File: config.mk
export PLATFORM = sky130hd
export DESIGN_NAME = uiic_top
export DESIGN_NICKNAME = d
export VERILOG_FILES = /design/src/design/uiic_pkg.sv /design/src/design/uiic_char_timer.sv /design/src/design/uiic_top.sv
export SDC_FILE = /design/constraint.sdc
export NUM_CORES = 1
export LEC_CHECK = 0
export ABC_AREA = 1
export BUFFER_PORTS_ARGS = -buffer_cell sky130_fd_sc_hd__buf_2
export CORE_MARGIN = 2
export CORE_UTILIZATION = 55
export CTS_CLUSTER_DIAMETER = 100
export DETAILED_ROUTE_END_ITERATION = 8
export PLACE_DENSITY = 0.82
export SYNTH_ARGS = -nofsm -noshare
export SYNTH_HDL_FRONTEND = slang
export SYNTH_HIERARCHICAL = 1
export SYNTH_SLANG_ARGS = --single-unit
File: constraint.sdc
create_clock -name clk -period 3.1 [get_ports clk]
set_clock_uncertainty 0.05 [all_clocks]
set_input_delay 0.775 -clock clk [delete_from_list [all_inputs] [get_ports clk]]
set_output_delay 0.775 -clock clk [all_outputs]
set_load 0.01 [all_outputs]
File: src/design/uiic_pkg.sv
// Functional notes
// - line status errors raise code 0110, priority one
// - overrun clears on status read; others when drained
// - non-fifo data ready code 0100, cleared by read
// - fifo data ready follows trigger level reached
// - four idle character times reassert data ready
// - fifo timeout code 1100 when idle, nonempty
// - timeout cleared by read, arrival, receiver reset
// - transmit empty code 0010, holding or fifo
// - transmit empty cleared by write or ident read
// - first fifo read by cpu or dma clears
// - shared address: read ident, write fifo control
// - fifo control fields ignored unless enable set
// - pending indicator low while enabled interrupt pending
// - trigger field selects 1, 4, 8, 14 bytes
package uiic_pkg;
	// identification codes, low nibble of the ident register
	localparam logic [3:0] ID_NONE = 4'h1;
	localparam logic [3:0] ID_LINE = 4'h6;
	localparam logic [3:0] ID_RXDATA = 4'h4;
	localparam logic [3:0] ID_TIMEOUT = 4'hc;
	localparam logic [3:0] ID_THRE = 4'h2;
	// fifo control field positions
	localparam int FC_FIFO_ENABLE_BIT = 0;
	localparam int FC_RXCLR = 1;
	localparam int FC_TXCLR = 2;
	localparam int FC_DMAMODE = 3;
	localparam int FC_TRIG_LO = 6;
	// reset values
	localparam logic [7:0] FC_RESET = 8'h00;
	localparam logic [1:0] FIFO_ENABLE_BIT_ON = 2'h3;
	// trigger depths
	localparam logic [4:0] TRIG_0 = 5'h01;
	localparam logic [4:0] TRIG_1 = 5'h04;
	localparam logic [4:0] TRIG_2 = 5'h08;
	localparam logic [4:0] TRIG_3 = 5'h0e;
	// idle interval in character times
	localparam logic [2:0] IDLE_CHARS = 3'h4;
endpackage

File: src/design/uiic_char_timer.sv
`timescale 1ns/1ps
// counts idle character times; restarts on receive fifo read or character arrival
module uiic_char_timer #(
	parameter int CW = 16
) (
	input wire logic clk,
	input wire logic rst_n,
	input wire logic baud_tick,
	input wire logic [CW-1:0] ticks_per_char,
	input wire logic restart,
	output logic idle_done
);
	logic [CW-1:0] tick_q; // ticks within current character
	logic [2:0] chars_q; // whole characters elapsed

	// per-character counting from the baud enable
	always_ff @(posedge clk or negedge rst_n) begin
		if (!rst_n) begin
			tick_q <= '0;
			chars_q <= '0;
		end else if (restart) begin
			tick_q <= '0;
			chars_q <= '0;
		end else if (baud_tick && chars_q != uiic_pkg::IDLE_CHARS) begin
			// saturate at four, so the event fires once per idle stretch
			if (tick_q + 1'b1 >= ticks_per_char) begin
				tick_q <= '0;
				chars_q <= chars_q + 3'h1;
			end else begin
				tick_q <= tick_q + 1'b1;
			end
		end
	end

	// one-cycle pulse as the fourth character completes
	always_ff @(posedge clk or negedge rst_n) begin
		if (!rst_n) begin
			idle_done <= 1'b0;
		end else begin
			idle_done <= !restart && baud_tick && chars_q == uiic_pkg::IDLE_CHARS - 3'h1
				&& tick_q + 1'b1 >= ticks_per_char;
		end
	end
endmodule

File: src/design/uiic_top.sv
`timescale 1ns/1ps
// interrupt identification, clearing and fifo control for the uart
module uiic_top #(
	parameter int CW = 16, // character timer width
	parameter int DW = 5 // fifo level width
) (
	input wire logic clk,
	input wire logic rst_n,
	input wire logic baud_tick, // one-cycle enable at the bit rate
	input wire logic [CW-1:0] ticks_per_char, // bit times per frame, from format
	input wire logic ie_line, // interrupt enables
	input wire logic ie_rx,
	input wire logic ie_thre,
	input wire logic ovr_err, // error events, one-cycle pulses
	input wire logic err_in_fifo, // parity/framing/break data still queued
	input wire logic line_status_rd,
	input wire logic rx_char_in, // character arrives at receiver
	input wire logic [DW-1:0] rx_level, // receive fifo fill
	input wire logic rx_rd_cpu, // receive buffer read by cpu
	input wire logic rx_rd_dma, // receive buffer read by dma
	input wire logic tx_empty, // holding register or fifo empty
	input wire logic tx_wr, // character written to transmit holding
	input wire logic rx_reset_wr0, // receiver reset control written with 0
	input wire logic ident_rd, // read at shared address
	input wire logic fc_wr, // write at shared address
	input wire logic [7:0] fc_wdata,
	output logic [7:0] ident_rdata,
	output logic fifo_mode,
	output logic [4:0] trig_depth,
	output logic dma_mode,
	output logic rx_clear,
	output logic tx_clear,
	output logic irq_pending_n
);
	logic rst_s1_q; // reset release synchroniser
	logic rst_s2_q;
	logic fen_q; // fifo enable bit
	logic [1:0] trig_q; // receive trigger field
	logic dma_q;
	logic line_q; // line status pending
	logic rxrdy_nf_q; // non-fifo data ready pending
	logic rxrdy_re_q; // fifo data ready reasserted after idle
	logic tout_q; // receiver timeout pending
	logic thre_q; // transmit empty pending
	logic tx_empty_q; // previous empty, for edge detect
	logic rx_rd;
	logic trig_hit;
	logic idle_done;
	logic rx_int;
	logic [3:0] code;
	logic [7:0] ident_d;

	// reset assert async, release through two flops
	always_ff @(posedge clk or negedge rst_n) begin
		if (!rst_n) begin
			rst_s1_q <= 1'b0;
			rst_s2_q <= 1'b0;
		end else begin
			rst_s1_q <= 1'b1;
			rst_s2_q <= rst_s1_q;
		end
	end

	assign rx_rd = rx_rd_cpu | rx_rd_dma;

	// fifo control write; fields need enable set in the same write
	always_ff @(posedge clk or negedge rst_s2_q) begin
		if (!rst_s2_q) begin
			fen_q <= uiic_pkg::FC_RESET[uiic_pkg::FC_FIFO_ENABLE_BIT];
			trig_q <= uiic_pkg::FC_RESET[uiic_pkg::FC_TRIG_LO +: 2];
			dma_q <= uiic_pkg::FC_RESET[uiic_pkg::FC_DMAMODE];
			rx_clear <= 1'b0;
			tx_clear <= 1'b0;
		end else begin
			rx_clear <= 1'b0;
			tx_clear <= 1'b0;
			if (fc_wr) begin
				fen_q <= fc_wdata[uiic_pkg::FC_FIFO_ENABLE_BIT];
				// clearing enable flushes both fifos
				if (!fc_wdata[uiic_pkg::FC_FIFO_ENABLE_BIT]) begin
					rx_clear <= fen_q;
					tx_clear <= fen_q;
				end else begin
					trig_q <= fc_wdata[uiic_pkg::FC_TRIG_LO +: 2];
					dma_q <= fc_wdata[uiic_pkg::FC_DMAMODE];
					rx_clear <= fc_wdata[uiic_pkg::FC_RXCLR];
					tx_clear <= fc_wdata[uiic_pkg::FC_TXCLR];
				end
			end
		end
	end

	// trigger decode
	always_comb begin
		case (trig_q)
			2'h0: trig_depth = uiic_pkg::TRIG_0;
			2'h1: trig_depth = uiic_pkg::TRIG_1;
			2'h2: trig_depth = uiic_pkg::TRIG_2;
			default: trig_depth = uiic_pkg::TRIG_3;
		endcase
	end

	assign trig_hit = fen_q && rx_level >= DW'(trig_depth);
	assign fifo_mode = fen_q;
	assign dma_mode = dma_q;

	// idle character timer, restarted by a receive read, a character arrival, or fifo disable
	uiic_char_timer #(.CW(CW)) u_timer (
		.clk(clk),
		.rst_n(rst_s2_q),
		.baud_tick(baud_tick),
		.ticks_per_char(ticks_per_char),
		.restart(rx_rd | rx_char_in | !fen_q),
		.idle_done(idle_done)
	);

	// line status pending; a new error beats a same-cycle clear
	always_ff @(posedge clk or negedge rst_s2_q) begin
		if (!rst_s2_q) begin
			line_q <= 1'b0;
		end else if (ovr_err) begin
			line_q <= 1'b1;
		end else if (line_status_rd && !err_in_fifo) begin
			line_q <= 1'b0;
		end
	end

	// non-fifo data ready: set on arrival, read clears
	always_ff @(posedge clk or negedge rst_s2_q) begin
		if (!rst_s2_q) begin
			rxrdy_nf_q <= 1'b0;
		end else if (fen_q) begin
			rxrdy_nf_q <= 1'b0;
		end else if (rx_char_in) begin
			rxrdy_nf_q <= 1'b1;
		end else if (rx_rd) begin
			rxrdy_nf_q <= 1'b0;
		end
	end

	// fifo data ready reassert and timeout after four idle characters
	always_ff @(posedge clk or negedge rst_s2_q) begin
		if (!rst_s2_q) begin
			rxrdy_re_q <= 1'b0;
			tout_q <= 1'b0;
		end else if (!fen_q || rx_rd || rx_char_in || rx_reset_wr0) begin
			rxrdy_re_q <= 1'b0;
			tout_q <= 1'b0;
		end else if (idle_done && rx_level != '0) begin
			rxrdy_re_q <= trig_hit;
			tout_q <= 1'b1;
		end
	end

	// transmit empty: set on empty edge, write or ident read clears
	always_ff @(posedge clk or negedge rst_s2_q) begin
		if (!rst_s2_q) begin
			tx_empty_q <= 1'b0;
			thre_q <= 1'b0;
		end else begin
			tx_empty_q <= tx_empty;
			if (tx_empty && !tx_empty_q) begin
				thre_q <= 1'b1;
			end else if (tx_wr || (ident_rd && code == uiic_pkg::ID_THRE)) begin
				thre_q <= 1'b0;
			end
		end
	end

	// rx data ready level in fifo mode follows trigger directly
	assign rx_int = ie_rx && (rxrdy_nf_q || (trig_hit && !tout_q) || rxrdy_re_q);

	// priority encode of enabled sources
	always_comb begin
		if (ie_line && line_q) begin
			code = uiic_pkg::ID_LINE;
		end else if (ie_rx && tout_q) begin
			code = uiic_pkg::ID_TIMEOUT;
		end else if (rx_int) begin
			code = uiic_pkg::ID_RXDATA;
		end else if (ie_thre && thre_q) begin
			code = uiic_pkg::ID_THRE;
		end else begin
			code = uiic_pkg::ID_NONE;
		end
	end

	assign ident_d = {fen_q ? uiic_pkg::FIFO_ENABLE_BIT_ON : 2'h0, 2'h0, code};

	// registered ident content and pending pin
	always_ff @(posedge clk or negedge rst_s2_q) begin
		if (!rst_s2_q) begin
			ident_rdata <= {4'h0, uiic_pkg::ID_NONE};
			irq_pending_n <= 1'b1;
		end else begin
			ident_rdata <= ident_d;
			irq_pending_n <= code[0];
		end
	end
endmodule

Word-level counts from Yosys, hierarchy flattened
Cells that the tools add are included.
- flip-flop bits (word level): 41
- input port bits: 46
- word-level logic and storage cells: 92
- output and inout port bits: 18
- muxes and demuxes: 27
- bitwise operators: 3
- magnitude comparators: 2
- $add $sub $neg: 2
- reductions and logical operators: 35
- equality and inequality tests: 5
- operators with widths (operator ; count):
    2-to-1 mux 16 bit ; 3
    adder 16 x 1 -> 16 bit, second input constant ; 1
    greater-or-equal comparator 16 bit ; 1
    2-to-1 mux 1 bit ; 15
    logical AND 1 bit ; 14
    2-to-1 mux 4 bit ; 3
    one-hot mux 4 bit (3 select lines) ; 1
    nonzero test 2 bit ; 5
    2-to-1 mux 3 bit ; 3
    logical OR 1 bit ; 6
    greater-or-equal comparator 5 bit ; 1
    zero test 1 bit ; 5
    nonzero test 5 bit ; 1
    equality test 4 x 2 -> 1 bit, second input constant ; 1
    2-to-1 mux 2 bit ; 2
    AND reduction 2 bit ; 2
    adder 3 x 1 -> 3 bit, second input constant ; 1
    equality test 3 x 2 -> 1 bit, second input constant ; 1
    != test 3 bit, second input constant ; 1
    bitwise OR 1 bit ; 3
    nonzero test 3 bit ; 1
    equality test 2 x 1 -> 1 bit, second input constant ; 1
    equality test 2 bit, second input constant ; 1
    zero test 2 bit ; 1

Logic depth before layout (Yosys ltp)
- depth after elaboration: 16
- mapped depth: 19
- mapped depth without buffers: 19

Cells and area by module
The synthesis kept the hierarchy.
- modules (own cells, without submodules) (module ; times used ; sequential area each (sq um) ; cells an instance ; area each (sq um)):
    uiic_char_timer ; 1 ; 500.5 ; 242 ; 1717.9
    uiic_top ; 1 ; 476.7 ; 106 ; 913.4

Worst setup path after synthesis
Ideal clock, no wire load.
- path type: flip-flop to flip-flop
- start point: register u_timer.tick_q[0]
- end point: register u_timer.tick_q[3]
- cell stages (with the launch flop): 17
- data arrival time: 2232 ps
- buffers on the path: 1
- required time: 2925 ps
- clock period less this slack: 2407 ps
- path slack: 693 ps
- library setup time: 125 ps
- path through: dfrtp_1 > ha_1 > nand2_1 > nor2_4 > nand4_1 > or2_0 > nand2_1 > inv_1 > ha_1 > nand2_1 > inv_1 > nand2_1 > a21oi_1 > nor2_2 > nand4_1 > buf_2 > o21bai_1
- longest elaborated chain between the ends: 5
- RTL lines (item ; RTL line ; source):
    start: declaration ; uiic_char_timer.sv:13 ; logic [CW-1:0] tick_q;
    start signal: assignment ; uiic_char_timer.sv:30 ; tick_q <= tick_q + 1'b1;
    adder 16 x 1 -> 16 bit * ; uiic_char_timer.sv:26, uiic_char_timer.sv:30 ;
    greater-or-equal comparator 16 bit ; uiic_char_timer.sv:26 ; if (tick_q + 1'b1 >= ticks_per_char) begin
    2-to-1 mux 16 bit * ; uiic_char_timer.sv:26 ;
    2-to-1 mux 16 bit * ; uiic_char_timer.sv:24 ; end else if (baud_tick && chars_q != uiic_pkg::IDLE_CHARS) begin
    2-to-1 mux 16 bit * ; uiic_char_timer.sv:21 ; end else if (restart) begin
Mark *: on every way between the ends. The rest lies on a longest branch, timed or not. The select of a mux whose other input is x is not followed.
A chain may end at the register's enable or synchronous reset.

Final worst setup path
- start point: register u_timer.tick_q[0]
- end point: register u_timer.chars_q[1]
- longest elaborated chain between the ends: 4
- RTL lines (item ; RTL line ; source):
    adder 16 x 1 -> 16 bit ; uiic_char_timer.sv:26 ;
    greater-or-equal comparator 16 bit ; uiic_char_timer.sv:26 ;
    nonzero test 2 bit (no line) ; -- ;
    AND reduction 2 bit (no line) ; -- ;
    end signal: assignment ; uiic_char_timer.sv:28 ; chars_q <= chars_q + 3'h1;
    end: declaration ; uiic_char_timer.sv:14 ; logic [2:0] chars_q;
Every way passes these cells.

==> impl_metrics.py <==
metrics = {
    "timing": {
        "period_share_pct": 92.0,
        "slew_viol_final": 0,
        "maxSlewHeadroom_pct": 50.4,
        "final_hold_viol_count": 0,
        "tns_ns": 0,
        "setup_viol": 0,
        "fmax_ghz": 0.350,
        "tightest_slew_ns": 0.744,
        "fin_ws_ns": 0.247,
        "fin_crit_ns": 2.85,
        "rsz0062_at_grt": "no",
    },
    "logic_synthesis": {
        "yosysWarnings": 6,
        "avgSynthCellArea_um2": 7.56,
        "ys_seq_area_share_pct": 37.1,
        "synth_cell_types": 32,
        "synth_top_area_share_pct": 36.1,
        "yosys.area.top_type": "dfrtp_1",
        "synth_top_flop_cell": "dfrtp_1",
        "synth_area_leaders": "dfrtp_1, ha_1, nand2_1, inv_1, nor2_1",
        "synthTopCellsByCount": "nand2_1, inv_1, dfrtp_1",
        "syn_area_um2": 2630,
        "async_reset_ff_share_pct": 100,
        "yosysMostFrequentCell": "nand2_1",
        "synth_edf_count": 0,
        "netlist_instances": 348,
        "ys_ff_latch": 39,
    },
    "placed_design": {
        "gp_congestion": 0.813,
        "hpwl_um": 3980,
        "pre_cts_slack_ns": 0.316,
        "place_inst": 456,
        "port_buffers": 58,
    },
    "clock_tree": {
        "clk_transition_reported_paths_ns": 0.08,
        "postCtsHoldBufs": 0,
        "cts_buffer_depth": 2,
        "cts_tree": "yes",
        "numCtsBuffers": 5,
        "cts-root-buf": "clkbuf_8",
        "post_cts_buffers": 0,
        "post_cts_resized": 0,
        "htree_num_levels": 2,
        "clock_sinks": 39,
        "insertion_delay_ns": 0.30,
    },
    "power": {
        "ir_drop_v": 0.000317,
        "power_mw": 1.14,
        "pwr_density_cell_nw_per_um2": 369,
        "leakage_nw": 1.74,
    },
    "worst_setup_path": {
        "crit_fanout": 6,
        "r2r_slack_ns": 0.25,
        "cp-end-kind": "flop",
        "crit_top_cell": "nand2_1",
        "r2r_start": "u_timer/tick_q[0]",
        "cp_cell_sequence": "ha_1, nand2_1, nor2_4, nand4_1, or2_0, nand2_1, inv_1, ha_1, nand2_1, inv_1, nand3_1, nor2_1, nand2_1, nand3_1, nand2_1, nand2_1, nand2_1",
        "critPathSlowestCell": "dfrtp_1",
        "worst_ep_required_time_ns": 3.24,
        "cp.arrival_ns": 2.99,
        "slowest_delay_ns": 0.42,
        "reg2reg_to": "u_timer/chars_q[1]",
        "crit_type": "flop to flop",
        "cp-start-kind": "flop",
        "r2r_cells": 17,
    },
    "layout": {
        "drive_above_1_share_pct": 22.7,
        "fin_nets": 479,
        "final_util_pct": 66.3,
        "antennaDiodeCount": 0,
        "nFillCells": 408,
        "fin_cells": 464,
        "syn2layout_area_growth_pct": 17.5,
    },
    "die": {
        "die_h_um": 73.2,
        "io_pins": 64,
        "placementRows": 25,
        "die_area_um2": 5350,
        "core_area_um2": 4660,
        "start_util_pct": 56.5,
        "die_w_um": 73.2,
    },
    "grt": {
        "grt_use_total_pct": 20.3,
        "grt_first_pass_wirelength_um": 8510,
        "overflow": 0,
        "antenna_found_initial": 0,
        "grt_pass1_vias": 2145,
        "grt_start_max_net_pins": 20,
    },
    "route": {
        "first_iter_violations": 129,
        "drt_pre_antenna_iters": 4,
        "totalWireLength_um": 4960,
        "route.vias.total": 2257,
        "route.detailed.drc": 0,
        "antenna_left": 0,
        "wire_per_inst_um": 10.7,
        "vias_per_cell": 4.86,
    },
    "outcome": {
        "status": "completed",
    },
    "worst_hold_path": {
        "hold_path.class": "input pin to asynchronous set/reset pin",
    },
    "flow_run": {
        "cap_viol_max_count": 0,
    },
}
## cell families (layout without fill, tap and decap cells)
family	after synthesis	count (layout)	synth area share, %
fa+ha+maj	24	24	11.4
buf+inv	89	149	13.5
simple gates	149	149	25.7
flops	39	39	37.1
compound gates	36	36	8.61
mux	1	1	0.428
xor+xnor	8	8	2.95
other cells	2	4	0.285
## cells in the final DEF, fill, tap and decap left out, types with 3 or more instances in the layout
master / Yosys / layout
buf_4: 5 / 4
o21ai_1: 5 / 5
o22ai_1: 4 / 4
nor3_1: 3 / 3
dfrtp_1: 38 / 38
ha_1: 24 / 24
o21ai_0: 3 / 3
nor2_4: 5 / 5
nand3_1: 14 / 14
buf_2: 1 / 58
conb_1: 2 / 4
nor2_1: 31 / 31
xor2_1: 7 / 7
nand4_1: 7 / 7
inv_2: 6 / 6
o21bai_1: 11 / 11
a21oi_1: 11 / 11
nand2_1: 80 / 80
inv_1: 73 / 73
clkbuf_8: 0 / 6
## power by group
part | internal (mW) | switching [mW]
clock | 0.265 | 0.186
sequential | 0.529 | 0.0157
combinational | 0.0637 | 0.0814
total | 0.857 | 0.283
## worst max-delay path by stage
stage	slack, ns	cells after the start	startpoint	to
6_report	0.25	17	u_timer/tick_q[0]	u_timer/chars_q[1]
5_1_grt	0.008	17	u_timer/tick_q[0]	u_timer/chars_q[1]
4_1_cts	0.27	17	u_timer/tick_q[0]	u_timer/chars_q[1]
3_5_place_dp	0.32	17	u_timer/tick_q[0]	u_timer/chars_q[1]
3_3_place_gp	0.43	17	u_timer/tick_q[0]	u_timer/chars_q[0]
2_1_floorplan	0.69	16	u_timer/tick_q[0]	u_timer/tick_q[3]
## layer usage
metal	vias to the layer above	part of all wire, %	GRT usage (%)
li1	1179	-	-
met2	82	47	35.5
met1	987	43	23.4
met4	0	1.8	8.02
met3	9	7.4	5.52
met5	-	0	0
## registers in the layout, summed over array words and instances, names as in the netlist, 2 cells and up
signal and cells:
u_timer/chars_q 3, trig_q 2, ident_rdata 5, u_timer/tick_q 16
## layout make-up
cell class / count / area (um2) / area share (%)
multi-input combinational: 222 / 1310 / 42.3
sequential: 39 / 977 / 31.6
timing repair buffer: 62 / 320 / 10.4
inverter: 79 / 297 / 9.60
clock buffer: 6 / 82.6 / 2.67
tap: 54 / 67.6 / 2.19
clock inverter: 2 / 38.8 / 1.26
## worst max-delay path: cells and delay by family (launching register included)
kind / cells / cell delay (ns)
simple gates: 13 / 1.67
fa+ha+maj: 2 / 0.48
flops: 1 / 0.42
buf+inv: 2 / 0.10
## stage by stage
| stage | instance area (um2) | hold WS [ns] |
|---|---|---|
| 2_1_floorplan | 2640 | 0.281 |
| 3_3_place_gp | 2970 | 0.271 |
| 3_5_place_dp | 2970 | 0.279 |
| 4_1_cts | 3090 | 0.193 |
| 5_1_grt | 3090 | 0.192 |
| 6_report | 3090 | 0.198 |
No activity file was read; power rests on OpenSTA's default activity.
